**src/verilog/timing_ctrl_pkg.sv**
```systemverilog
package timing_ctrl_pkg;

  // ----------------------------------------------------------------
  // Clock and timing
  // ----------------------------------------------------------------
  localparam int unsigned CLK_HZ = 100_000_000;
  localparam int unsigned MASTER_OSC_KHZ = 12800;
  localparam int unsigned RESET_PULSE_US = 50;
  localparam int unsigned RESET_PULSE_CYCLES = RESET_PULSE_US * (CLK_HZ / 1_000_000);
  localparam int unsigned HOLD_TIME_MS = 500;
  localparam longint unsigned HOLD_TIME_CYCLES = longint'(HOLD_TIME_MS) * (CLK_HZ / 1000);
  localparam int unsigned HOLD_CNT_W = 32;

  // ----------------------------------------------------------------
  // Loop settings
  // ----------------------------------------------------------------
  localparam logic [4:0] BW_STEPS = 5'h13;
  localparam logic [2:0] DAMP_STEPS = 3'h5;
  localparam int unsigned CAL_PPM_MAX = 741;
  localparam int unsigned CAL_W = 11;
  localparam logic signed [CAL_W-1:0] CAL_MAX = 11'sh2e5;
  localparam logic signed [CAL_W-1:0] CAL_MIN = -11'sh2e5;

  // ----------------------------------------------------------------
  // Input selection codes
  // ----------------------------------------------------------------
  localparam int unsigned SEL_W = 4;
  localparam logic [SEL_W-1:0] SEL_CLOCK_THREE = 4'h3;
  localparam logic [SEL_W-1:0] SEL_CLOCK_FOUR = 4'h4;
  localparam logic [SEL_W-1:0] SEL_CLOCK_FIVE = 4'h5;
  localparam logic [SEL_W-1:0] SEL_CLOCK_SIX = 4'h6;
  localparam logic [SEL_W-1:0] SEL_NONE = 4'h0;

  // ----------------------------------------------------------------
  // Operating modes
  // ----------------------------------------------------------------
  typedef enum logic [2:0] {
    MODE_FREE_RUN = 3'h1,
    MODE_LOCKED = 3'h2,
    MODE_HOLDOVER = 3'h4
  } loop_mode_t;

  typedef enum logic [1:0] {
    RST_HOLD = 2'h1,
    RST_RUN = 2'h2
  } reset_state_t;

endpackage

```
**src/verilog/reset_hold.sv**
```systemverilog
`timescale 1ns/1ps
module reset_hold #(
  parameter int unsigned HOLD_CYCLES = 32'd50_000_000
) (
  input wire logic clk,
  input wire logic rstn,
  output logic in_reset,
  output logic release_pulse
);

  timing_ctrl_pkg::reset_state_t state_reg;
  logic [timing_ctrl_pkg::HOLD_CNT_W-1:0] count_reg;
  logic last_count;

  assign last_count = (count_reg >= HOLD_CYCLES[timing_ctrl_pkg::HOLD_CNT_W-1:0] - 32'h1);

  // ----------------------------------------------------------------
  // Hold the device in reset after the pin is released.
  // ----------------------------------------------------------------
  always_ff @(posedge clk or negedge rstn) begin
    if (!rstn) begin
      state_reg <= timing_ctrl_pkg::RST_HOLD;
      count_reg <= '0;
      release_pulse <= 1'b0;
    end else begin
      release_pulse <= 1'b0;
      case (state_reg)
        timing_ctrl_pkg::RST_HOLD: begin
          if (last_count) begin
            state_reg <= timing_ctrl_pkg::RST_RUN;
            release_pulse <= 1'b1;
          end else begin
            count_reg <= count_reg + 32'h1;
          end
        end
        timing_ctrl_pkg::RST_RUN: begin
          state_reg <= timing_ctrl_pkg::RST_RUN;
        end
        default: begin
          state_reg <= timing_ctrl_pkg::RST_HOLD;
        end
      endcase
    end
  end

  assign in_reset = (state_reg != timing_ctrl_pkg::RST_RUN);

  property p_hold_length;
    @(posedge clk) disable iff (!rstn)
    release_pulse |-> (count_reg == HOLD_CYCLES[31:0] - 32'h1);
  endproperty
  a_hold_length: assert property (p_hold_length) else $error("hold ended early");

  property p_release_once;
    @(posedge clk) disable iff (!rstn)
    release_pulse |=> !release_pulse && !in_reset;
  endproperty
  a_release_once: assert property (p_release_once) else $error("release not single");

endmodule

```
**src/verilog/loop_path.sv**
```systemverilog
`timescale 1ns/1ps
module loop_path (
  input wire logic clk,
  input wire logic rstn,
  input wire logic run,
  input wire logic force_mode,
  input wire timing_ctrl_pkg::loop_mode_t forced_mode,
  input wire logic ref_valid,
  input wire logic [timing_ctrl_pkg::SEL_W-1:0] ref_sel,
  output timing_ctrl_pkg::loop_mode_t mode_reg,
  output logic [timing_ctrl_pkg::SEL_W-1:0] locked_sel_reg,
  output logic holdover_ready_reg
);

  timing_ctrl_pkg::loop_mode_t mode_next;

  // ----------------------------------------------------------------
  // Free-run, locked and holdover mode machine.
  // ----------------------------------------------------------------
  always_comb begin
    mode_next = mode_reg;
    if (!run) begin
      mode_next = timing_ctrl_pkg::MODE_FREE_RUN;
    end else if (force_mode) begin
      mode_next = forced_mode;
    end else begin
      case (mode_reg)
        timing_ctrl_pkg::MODE_FREE_RUN: begin
          if (ref_valid) begin
            mode_next = timing_ctrl_pkg::MODE_LOCKED;
          end
        end
        timing_ctrl_pkg::MODE_LOCKED: begin
          if (!ref_valid) begin
            mode_next = holdover_ready_reg ? timing_ctrl_pkg::MODE_HOLDOVER
                                           : timing_ctrl_pkg::MODE_FREE_RUN;
          end
        end
        timing_ctrl_pkg::MODE_HOLDOVER: begin
          if (ref_valid) begin
            mode_next = timing_ctrl_pkg::MODE_LOCKED;
          end
        end
        default: begin
          mode_next = timing_ctrl_pkg::MODE_FREE_RUN;
        end
      endcase
    end
  end

  always_ff @(posedge clk or negedge rstn) begin
    if (!rstn) begin
      mode_reg <= timing_ctrl_pkg::MODE_FREE_RUN;
    end else begin
      mode_reg <= mode_next;
    end
  end

  always_ff @(posedge clk or negedge rstn) begin
    if (!rstn) begin
      holdover_ready_reg <= 1'b0;
      locked_sel_reg <= timing_ctrl_pkg::SEL_NONE;
    end else if (!run) begin
      holdover_ready_reg <= 1'b0;
      locked_sel_reg <= timing_ctrl_pkg::SEL_NONE;
    end else if (mode_reg == timing_ctrl_pkg::MODE_LOCKED) begin
      holdover_ready_reg <= 1'b1;
      locked_sel_reg <= ref_sel;
    end
  end

  property p_holdover_needs_data;
    @(posedge clk) disable iff (!rstn)
    (mode_reg == timing_ctrl_pkg::MODE_HOLDOVER) |-> holdover_ready_reg;
  endproperty
  a_holdover_needs_data: assert property (p_holdover_needs_data) else $error("holdover no data");

endmodule

```
**src/verilog/timing_global_control.sv**
```systemverilog
// How it works
// - Master oscillator clocks all internal logic.
// - Stay in reset 500 ms after release.
// - Fast-select strap sets fast select enable default.
// - Fast select high picks three/five, low four/six.
// - Fast select disabled ignores the pin.
// - Role from role pin and control bit.
// - Role pin mirrored into status bit.
// - Rate strap sets rate family default.
// - Rate strap ignored after reset ends.
// - Each path free-run, locked or holdover.
// - Primary and secondary select inputs separately.
// - Secondary locks independently or to primary.
// - Bandwidth 19 settings, damping 5 settings.
// - Master clock calibration within 741 ppm.
// - Registers reached only through host port.
`timescale 1ns/1ps
module timing_global_control #(
  parameter int unsigned HOLD_CYCLES = 32'd50_000_000
) (
  input wire logic clk,
  input wire logic rstn,
  input wire logic fast_select_pin,
  input wire logic rate_strap_pin,
  input wire logic role_select_pin,
  input wire logic role_control_bit,
  input wire logic fast_select_enable_wr,
  input wire logic fast_select_enable_wdata,
  input wire logic rate_family_wr,
  input wire logic rate_family_wdata,
  input wire logic primary_auto,
  input wire logic [timing_ctrl_pkg::SEL_W-1:0] primary_manual_sel,
  input wire logic secondary_auto,
  input wire logic [timing_ctrl_pkg::SEL_W-1:0] secondary_manual_sel,
  input wire logic secondary_follow_primary,
  input wire logic force_primary_mode,
  input wire timing_ctrl_pkg::loop_mode_t primary_forced_mode,
  input wire logic force_secondary_mode,
  input wire timing_ctrl_pkg::loop_mode_t secondary_forced_mode,
  input wire logic [4:0] bandwidth_cfg,
  input wire logic [2:0] damping_cfg,
  input wire logic signed [timing_ctrl_pkg::CAL_W-1:0] cal_ppm_cfg,
  input wire logic clock_three_valid,
  input wire logic clock_four_valid,
  input wire logic clock_five_valid,
  input wire logic clock_six_valid,
  output logic in_reset,
  output logic fast_select_enable,
  output logic input_rate_family,
  output logic role_status,
  output logic is_master,
  output logic [timing_ctrl_pkg::SEL_W-1:0] primary_sel,
  output logic [timing_ctrl_pkg::SEL_W-1:0] secondary_sel,
  output timing_ctrl_pkg::loop_mode_t primary_mode,
  output timing_ctrl_pkg::loop_mode_t secondary_mode,
  output logic secondary_tracks_primary,
  output logic [4:0] bandwidth_sel,
  output logic [2:0] damping_sel,
  output logic signed [timing_ctrl_pkg::CAL_W-1:0] cal_ppm
);

  logic hold_active;
  logic release_pulse;
  logic run;
  logic [timing_ctrl_pkg::SEL_W-1:0] primary_pick;
  logic [timing_ctrl_pkg::SEL_W-1:0] secondary_pick;
  logic primary_valid;
  logic secondary_valid;
  logic [3:0] valid_vec;
  logic [timing_ctrl_pkg::SEL_W-1:0] auto_pick;
  timing_ctrl_pkg::loop_mode_t p_mode;
  timing_ctrl_pkg::loop_mode_t s_mode;

  // ----------------------------------------------------------------
  // Internal reset stretch, clocked by the master clock.
  // ----------------------------------------------------------------
  reset_hold #(.HOLD_CYCLES(HOLD_CYCLES)) u_hold (
    .clk(clk),
    .rstn(rstn),
    .in_reset(hold_active),
    .release_pulse(release_pulse)
  );

  assign run = !hold_active;

  always_ff @(posedge clk or negedge rstn) begin
    if (!rstn) begin
      in_reset <= 1'b1;
    end else begin
      in_reset <= hold_active;
    end
  end

  // ----------------------------------------------------------------
  // Strap capture at the end of the internal reset.
  // ----------------------------------------------------------------
  always_ff @(posedge clk or negedge rstn) begin
    if (!rstn) begin
      fast_select_enable <= 1'b0;
    end else if (release_pulse) begin
      fast_select_enable <= fast_select_pin;
    end else if (run && fast_select_enable_wr) begin
      fast_select_enable <= fast_select_enable_wdata;
    end
  end

  always_ff @(posedge clk or negedge rstn) begin
    if (!rstn) begin
      input_rate_family <= 1'b0;
    end else if (release_pulse) begin
      input_rate_family <= rate_strap_pin;
    end else if (run && rate_family_wr) begin
      input_rate_family <= rate_family_wdata;
    end
  end

  // ----------------------------------------------------------------
  // Master and slave role.
  // ----------------------------------------------------------------
  always_ff @(posedge clk or negedge rstn) begin
    if (!rstn) begin
      role_status <= 1'b0;
      is_master <= 1'b0;
    end else begin
      role_status <= role_select_pin;
      is_master <= role_select_pin & role_control_bit;
    end
  end

  // ----------------------------------------------------------------
  // Input selection for both paths.
  // ----------------------------------------------------------------
  assign valid_vec = {clock_six_valid, clock_five_valid, clock_four_valid, clock_three_valid};

  always_comb begin
    auto_pick = timing_ctrl_pkg::SEL_NONE;
    for (int i = 3; i >= 0; i--) begin
      if (valid_vec[i]) begin
        auto_pick = timing_ctrl_pkg::SEL_CLOCK_THREE + 4'(i);
      end
    end
  end

  function automatic logic sel_valid(input logic [timing_ctrl_pkg::SEL_W-1:0] s,
                                     input logic [3:0] v);
    logic r;
    r = 1'b0;
    for (int i = 0; i < 4; i++) begin
      if (s == timing_ctrl_pkg::SEL_CLOCK_THREE + 4'(i)) begin
        r = v[i];
      end
    end
    return r;
  endfunction

  always_comb begin
    primary_pick = primary_auto ? auto_pick : primary_manual_sel;
    if (fast_select_enable) begin
      if (fast_select_pin) begin
        primary_pick = clock_three_valid ? timing_ctrl_pkg::SEL_CLOCK_THREE
                                         : timing_ctrl_pkg::SEL_CLOCK_FIVE;
      end else begin
        primary_pick = clock_four_valid ? timing_ctrl_pkg::SEL_CLOCK_FOUR
                                        : timing_ctrl_pkg::SEL_CLOCK_SIX;
      end
    end
    secondary_pick = secondary_auto ? auto_pick : secondary_manual_sel;
  end

  assign primary_valid = sel_valid(primary_pick, valid_vec);
  assign secondary_valid = secondary_follow_primary
                         ? (p_mode == timing_ctrl_pkg::MODE_LOCKED)
                         : sel_valid(secondary_pick, valid_vec);

  always_ff @(posedge clk or negedge rstn) begin
    if (!rstn) begin
      primary_sel <= timing_ctrl_pkg::SEL_NONE;
      secondary_sel <= timing_ctrl_pkg::SEL_NONE;
      secondary_tracks_primary <= 1'b0;
    end else begin
      primary_sel <= run ? primary_pick : timing_ctrl_pkg::SEL_NONE;
      secondary_sel <= run ? secondary_pick : timing_ctrl_pkg::SEL_NONE;
      secondary_tracks_primary <= secondary_follow_primary;
    end
  end

  // ----------------------------------------------------------------
  // Loop paths.
  // ----------------------------------------------------------------
  loop_path u_primary (
    .clk(clk),
    .rstn(rstn),
    .run(run),
    .force_mode(force_primary_mode),
    .forced_mode(primary_forced_mode),
    .ref_valid(primary_valid),
    .ref_sel(primary_pick),
    .mode_reg(p_mode),
    .locked_sel_reg(),
    .holdover_ready_reg()
  );

  loop_path u_secondary (
    .clk(clk),
    .rstn(rstn),
    .run(run),
    .force_mode(force_secondary_mode),
    .forced_mode(secondary_forced_mode),
    .ref_valid(secondary_valid),
    .ref_sel(secondary_pick),
    .mode_reg(s_mode),
    .locked_sel_reg(),
    .holdover_ready_reg()
  );

  always_ff @(posedge clk or negedge rstn) begin
    if (!rstn) begin
      primary_mode <= timing_ctrl_pkg::MODE_FREE_RUN;
      secondary_mode <= timing_ctrl_pkg::MODE_FREE_RUN;
    end else begin
      primary_mode <= p_mode;
      secondary_mode <= s_mode;
    end
  end

  // ----------------------------------------------------------------
  // Loop bandwidth, damping and calibration settings.
  // ----------------------------------------------------------------
  always_ff @(posedge clk or negedge rstn) begin
    if (!rstn) begin
      bandwidth_sel <= '0;
      damping_sel <= '0;
      cal_ppm <= '0;
    end else begin
      bandwidth_sel <= (bandwidth_cfg < timing_ctrl_pkg::BW_STEPS) ? bandwidth_cfg
                       : timing_ctrl_pkg::BW_STEPS - 5'h1;
      damping_sel <= (damping_cfg < timing_ctrl_pkg::DAMP_STEPS) ? damping_cfg
                     : timing_ctrl_pkg::DAMP_STEPS - 3'h1;
      if (cal_ppm_cfg > timing_ctrl_pkg::CAL_MAX) begin
        cal_ppm <= timing_ctrl_pkg::CAL_MAX;
      end else if (cal_ppm_cfg < timing_ctrl_pkg::CAL_MIN) begin
        cal_ppm <= timing_ctrl_pkg::CAL_MIN;
      end else begin
        cal_ppm <= cal_ppm_cfg;
      end
    end
  end

  // ----------------------------------------------------------------
  // Checks.
  // ----------------------------------------------------------------
  property p_strap_fast;
    @(posedge clk) disable iff (!rstn)
    release_pulse |=> (fast_select_enable == $past(fast_select_pin));
  endproperty
  a_strap_fast: assert property (p_strap_fast) else $error("fast strap lost");

  property p_strap_rate;
    @(posedge clk) disable iff (!rstn)
    release_pulse |=> (input_rate_family == $past(rate_strap_pin));
  endproperty
  a_strap_rate: assert property (p_strap_rate) else $error("rate strap lost");

  property p_rate_stable;
    @(posedge clk) disable iff (!rstn)
    (run && !release_pulse && !rate_family_wr) |=> $stable(input_rate_family);
  endproperty
  a_rate_stable: assert property (p_rate_stable) else $error("rate strap leaked");

  property p_fast_pair;
    @(posedge clk) disable iff (!rstn)
    (run && fast_select_enable && fast_select_pin) |=>
      (primary_sel == timing_ctrl_pkg::SEL_CLOCK_THREE ||
       primary_sel == timing_ctrl_pkg::SEL_CLOCK_FIVE);
  endproperty
  a_fast_pair: assert property (p_fast_pair) else $error("wrong fast pair");

  property p_fast_ignored;
    @(posedge clk) disable iff (!rstn)
    (run && !fast_select_enable && primary_auto == 1'b0) |=>
      (primary_sel == $past(primary_manual_sel));
  endproperty
  a_fast_ignored: assert property (p_fast_ignored) else $error("pin not ignored");

  property p_role_mirror;
    @(posedge clk) disable iff (!rstn)
    1'b1 |=> (role_status == $past(role_select_pin));
  endproperty
  a_role_mirror: assert property (p_role_mirror) else $error("role not mirrored");

  property p_master;
    @(posedge clk) disable iff (!rstn)
    is_master |-> $past(role_select_pin) && $past(role_control_bit);
  endproperty
  a_master: assert property (p_master) else $error("bad role");

  property p_bw_range;
    @(posedge clk) disable iff (!rstn)
    (bandwidth_sel < timing_ctrl_pkg::BW_STEPS) && (damping_sel < timing_ctrl_pkg::DAMP_STEPS);
  endproperty
  a_bw_range: assert property (p_bw_range) else $error("setting out of range");

  property p_free_in_reset;
    @(posedge clk) disable iff (!rstn)
    hold_active |-> ##2 (primary_mode == timing_ctrl_pkg::MODE_FREE_RUN);
  endproperty
  a_free_in_reset: assert property (p_free_in_reset) else $error("not free-run");

  c_release: cover property (@(posedge clk) disable iff (!rstn) release_pulse);
  c_lock: cover property (@(posedge clk) disable iff (!rstn)
    primary_mode == timing_ctrl_pkg::MODE_LOCKED);
  c_holdover: cover property (@(posedge clk) disable iff (!rstn)
    primary_mode == timing_ctrl_pkg::MODE_HOLDOVER);

endmodule

```
**config.mk**
```make
export PLATFORM = sky130hd
export DESIGN_NAME = timing_global_control
export DESIGN_NICKNAME = d
export VERILOG_FILES = /design/src/verilog/timing_ctrl_pkg.sv /design/src/verilog/reset_hold.sv /design/src/verilog/loop_path.sv /design/src/verilog/timing_global_control.sv
export SDC_FILE = /design/constraint.sdc
export NUM_CORES = 1
export LEC_CHECK = 0
export ABC_CLOCK_PERIOD_IN_PS = 5500
export BUFFER_PORTS_ARGS = -buffer_cell sky130_fd_sc_hd__buf_2
export CELL_PAD_IN_SITES_DETAIL_PLACEMENT = 1
export CELL_PAD_IN_SITES_GLOBAL_PLACEMENT = 1
export CORE_MARGIN = 2
export CORE_UTILIZATION = 46
export CTS_CLUSTER_DIAMETER = 120
export DETAILED_ROUTE_END_ITERATION = 10
export GPL_TIMING_DRIVEN = 1
export PLACE_DENSITY = 0.88
export SLEW_MARGIN = 20
export SYNTH_ARGS = -nofsm -noshare
export SYNTH_HDL_FRONTEND = slang
export SYNTH_HIERARCHICAL = 1
export SYNTH_SLANG_ARGS = --single-unit
```
**constraint.sdc**
```tcl
create_clock -name clk -period 5.5 [get_ports clk]
set_input_delay 0.825 -clock clk [delete_from_list [all_inputs] [get_ports clk]]
set_output_delay 0.825 -clock clk [all_outputs]
set_load 0.005 [all_outputs]
```
## Yosys cells after proc, flatten, opt, wreduce, memory -nomap -nowiden

Index checks and enable logic that the tools add are counted.

| word-level totals | value |
|---|---|
| logic and storage cells | 111 |
| bits in registers | 82 |
| input bits | 52 |
| output and inout bits | 39 |

| operators by class | value |
|---|---|
| order comparisons | 5 |
| equality and inequality tests | 22 |
| multiplexer cells | 49 |
| bitwise operators | 2 |
| add/sub/neg operators | 1 |
| reduce and logical (&&, ||, !) cells | 12 |

Operators by type and width:

| cell | number |
|---|---|
| $mux W3 | 14 |
| $add A32 B1 Y32 const B | 1 |
| $ge A32 B26 Y1 const B | 1 |
| $mux W4 | 8 |
| $eq A4 B3 Y1 const B | 6 |
| $mux W11 | 2 |
| $mux W1 | 19 |
| $pmux W3 S2 | 2 |
| $gt A11 B11 Y1 const B | 1 |
| $lt A11 B11 Y1 const B | 1 |
| $eq A4 B2 Y1 const B | 2 |
| $ne A4 B1 Y1 const B | 2 |
| $ne A4 B4 Y1 const B | 2 |
| $reduce_bool A2 Y1 | 4 |
| $eq A3 B1 Y1 const B | 2 |
| $eq A3 B2 Y1 const B | 2 |
| $eq A3 B3 Y1 const B | 2 |
| $reduce_and A2 Y1 | 3 |
| $lt A5 B5 Y1 const B | 1 |
| $mux W5 | 1 |
| $mux W2 | 2 |
| $pmux W2 S2 | 1 |
| $reduce_or A2 Y1 | 2 |
| $lt A3 B3 Y1 const B | 1 |
| 8 further kinds | 9 |

## Longest topological paths before layout

| depth | value |
|---|---|
| depth after elaboration | 15 |
| depth in mapped cells | 10 |

## Hierarchy

Netlist, hierarchy kept.

By module, submodules not included:

| module | area an instance (µm²) | instances | cells an instance | seq. area each (µm²) |
|---|---|---|---|---|
| reset_hold | 1727.9 | 1 | 153 | 877.1 |
| timing_global_control | 1630.3 | 1 | 156 | 979.7 |
| loop_path | 439.2 | 2 | 40 | 201.4 |

## Worst setup path after synthesis

No wires, ideal clock.

| timing path | value |
|---|---|
| path type | input port to flip-flop |
| start | in clock_three_valid |
| end | reg u_primary.mode_reg[2] |
| stages on the path | 10 |
| required time | 5.375 ns |
| path slack | 2.722 ns |
| arrival | 2.653 ns |
| buffers on the path | 1 |
| setup time | 0.125 ns |
| cells stage by stage | clkbuf_1 nand2b_1 o22ai_1 o21ai_1 mux2i_1 o22ai_1 or2_2 a2bb2oi_2 nor2_2 mux2_2 |

| between the ends | value |
|---|---|
| cells in the longest elaborated chain, start to end | 10 |
| elaborated cells between the ends (all ways) | 16 |

Ends and longest elaborated chain:

| element | RTL line | RTL |
|---|---|---|
| start, declared | timing_global_control.sv:43 | `input wire logic clock_three_valid,` |
| $mux W4 or $mux W3 (tied branches) | timing_global_control.sv:138, timing_global_control.sv:160 |  |
| $mux W4 or $mux W3 (tied branches) | timing_global_control.sv:157, timing_global_control.sv:159 |  |
| $mux W4 * | timing_global_control.sv:158 | `if (fast_select_enable) begin` |
| via primary_pick (one bit) | timing_global_control.sv:65 | `logic [timing_ctrl_pkg::SEL_W-1:0] primary_pick;` |
| $eq A4 B2 Y1 | timing_global_control.sv:149 | `if (s == timing_ctrl_pkg::SEL_CLOCK_THREE + 4'(i)) begin` |
| $mux W1 (3 in a row) | timing_global_control.sv:149 |  |
| $mux W1 * | timing_global_control.sv:149 |  |
| via primary_valid | timing_global_control.sv:67 | `logic primary_valid;` |
| $ne A4 B4 Y1 (no line) or $ne A4 B1 Y1 (tied branches) | - |  |
| $reduce_and A2 Y1 (no line) * | - |  |
| end signal, assigned | loop_path.sv:53 | `mode_reg <= timing_ctrl_pkg::MODE_FREE_RUN;` |
| end signal, assigned | loop_path.sv:55 | `mode_reg <= mode_next;` |
| end, declared | loop_path.sv:10 | `output timing_ctrl_pkg::loop_mode_t mode_reg,` |

Mark *: on every way through the listed nets, which the timed path passes. The rest lies on a longest branch.
A chain may end at the register's enable or synchronous reset.

## Final worst setup path

| timing path | value |
|---|---|
| start | in clock_five_valid |
| end | reg u_primary.mode_reg[2] |

| between the ends | value |
|---|---|
| cells in the longest elaborated chain, start to end | 12 |
| elaborated cells between the ends (all ways) | 16 |

Ends and longest elaborated chain:

| element | RTL line | RTL |
|---|---|---|
| start, declared | timing_global_control.sv:45 | `input wire logic clock_five_valid,` |
| $mux W4 * (3 in a row) | timing_global_control.sv:138 | `if (valid_vec[i]) begin` |
| $mux W4 * | timing_global_control.sv:157 | `primary_pick = primary_auto ? auto_pick : primary_manual_sel;` |
| $mux W4 * | timing_global_control.sv:158 |  |
| via primary_pick (one bit) | timing_global_control.sv:65 |  |
| $eq A4 B2 Y1 | timing_global_control.sv:149 |  |
| $mux W1 (3 in a row) | timing_global_control.sv:149 |  |
| $mux W1 * | timing_global_control.sv:149 |  |
| via primary_valid | timing_global_control.sv:67 |  |
| $ne A4 B4 Y1 (no line) or $ne A4 B1 Y1 (tied branches) | - |  |
| $reduce_and A2 Y1 (no line) * | - |  |

Marks and branches as above.

==> flow_summary_export.csv <==
group,metric,value,unit
drt,wl_per_cell,16.9,µm
clock_network,postCtsSetupRepairBufs,0,
timing,max-slew-margin-rel,0.504,
finish,drive_gt1_frac,0.294,
clock_network,clkTransAtPathRegs,80,ps
critical_path,r2r_slack,3170,ps
critical_path,critical_path_class,"primary input to flop",
finish,regArea,0.00206,mm²
finish,final_net_count,501,
pwr,p_leak,2.30,nW
finish,area_delta_synth_final,17.6,%
grt,grt_overflow_total,0,
grt,first_global_vias,3130,
worst_hold_path,hold_class,"flop to flop",
timing,fin_setup_tns,0,ps
finish,fillerInstances,928,
critical_path,timing.critical_path.arrival,2950,ps
timing,hold-worst-slack,384,ps
timing,fmax,0.368,GHz
finish,fin_area,0.00459,mm²
yosys,syn_inst,364,
clock_network,clock_path_buffers,2,
placed_design,place_area,0.00438,mm²
finish,multi_input_area,0.00166,mm²
clock_network,numCtsBuffers,9,
pwr,ir_worst_vdd,0.000122,V
grt,grt_usage,0.210,
clock_network,htreeDepth,3,
yosys,syn-cell-area,0.00390,mm²
drt,initialDrtViolationCount,137,
clock_network,cts_hold_buf,0,
flow_run,max_cap_violations,0,
floorplanning,core,0.00822,mm²
yosys,synth_fp_nets,420,
finish,largest_reg_flops,32,
timing,hold_viol,0,
critical_path,endpoint_kind,"flop",
floorplanning,num_rows,33,
drt,routed_via_density,5.45,
clock_network,clock_sinks,82,
timing,worst_clock_skew,8.33,ps
drt,ant_nets,0,
clock_network,cts_tree,"built",
drt,route.detailed.drc,0,
floorplanning,fp.dieW,96.1,µm
clock_network,cts.repair.resized,0,
placed_design,port-buffer-count,90,
grt,grt_pass1_wl,14700,µm
grt,grt_max_degree,83,
critical_path,crit_fanout,7,
timing,grt_setup_unrepaired,"false",
placed_design,gp_congestion,0.823,
critical_path,crit_path_start_kind,"primary input",
drt,routed_wl,9350,µm
timing,max_slew.worst_pin.slew,744,ps
timing,post-route-period-util,0.494,
timing,fin_crit,2720,ps
drt,first_pass_iters,4,
timing,finalMaxSlewViolations,0,
placed_design,hpwl,6840,µm
clock_network,clock_latency,340,ps
floorplanning,die-area,0.00924,mm²
finish,antenna_cells,0,
pwr,power_density,255,mW/mm²
clock_network,clock_tree.root_cell,"clkbuf_8",
floorplanning,die_y,96.1,µm
grt,antenna_found_initial,0,
yosys,synth_warnings,6,
floorplanning,start_util,0.475,
timing,setup_viol,0,
floorplanning,io_pins,91,
yosys,syn_area_per_cell,10.7,µm²
status,status,"finished clean",
drt,via_count,3019,
critical_path,critPathRequiredTime,5730,ps
-- worst paths after layout --
kind	start	endpoint	cells after the start
max	clock_five_valid	u_primary/mode_reg[2]$_DFFE_PN0P_	10
max in group asynchronous	rstn	primary_mode[1]$_DFF_PN0_	1
max reg2reg	fast_select_enable$_DFFE_PN0P_	u_primary/mode_reg[2]$_DFFE_PN0P_	8
min in group asynchronous	rstn	u_hold/count_reg[23]$_DFFE_PN0P_	1
min	u_hold/count_reg[31]$_DFFE_PN0P_	u_hold/count_reg[31]$_DFFE_PN0P_	0
min reg2reg	u_hold/count_reg[31]$_DFFE_PN0P_	u_hold/count_reg[31]$_DFFE_PN0P_	0
-- critical path, stage by stage --
cell	delay, ps
buf_2	140
nor3b_1	270
o22ai_1	130
o21ai_1	260
mux2i_1	220
o22ai_1	140
or2_2	310
a2bb2oi_2	150
nor2_2	130
mux2_2	350
-- where the power goes --
part | switching [W] | internal [W] | total, W
clock | 0.000205 | 0.000253 | 0.000458
combinational | 0.0000560 | 0.0000402 | 0.0000961
sequential | 0.00000317 | 0.000615 | 0.000618
total | 0.000265 | 0.000908 | 0.00117
-- final cells by class --
class                   count  share of cell area
flip-flops and latches     82               0.449
multi-input cells         242               0.362
repair buffers             90              0.0995
well taps                 105              0.0286
clock buffers              10              0.0278
clock inverters             5              0.0174
inverters                  20              0.0164
-- through the flow --
| stage | cells | util | power [W] | worst slack [ps] |
|---|---|---|---|---|
| finish | 554 | 0.559 | 0.00117 | 2780 |
| global route | 554 | 0.559 | 0.00124 | 2650 |
| CTS | 554 | 0.558 | 0.00119 | 2810 |
| detailed placement | 539 | 0.533 | 0.000726 | 2440 |
| global placement | 539 | 0.533 | 0.000722 | 2610 |
| floorplan | 364 | - | 0.000668 | 2780 |
-- placed cells by master, fill, tap and decap left out, types with 7 or more instances in the layout --
master	count
dfrtp_1	76
a21oi_1	18
nand2_1	20
xnor2_1	8
and3_1	9
nand3_1	13
o21ai_0	22
and2_1	9
nor2b_1	11
inv_1	20
nor2_1	20
clkbuf_8	9
xor2_1	18
a211oi_1	7
buf_2	89
-- layer usage --
layer / vias up / part of all wire / routed length [µm] / track usage
li1: 1427 / - / - / -
met3: 4 / 0.055 / 510 / 0.0509
met1: 1508 / 0.42 / 3960 / 0.266
met2: 80 / 0.52 / 4820 / 0.355
met5: - / 0 / 0 / 0
met4: 0 / 0.0070 / 65 / 0.0655
No activity file was read; power rests on OpenSTA's default activity.
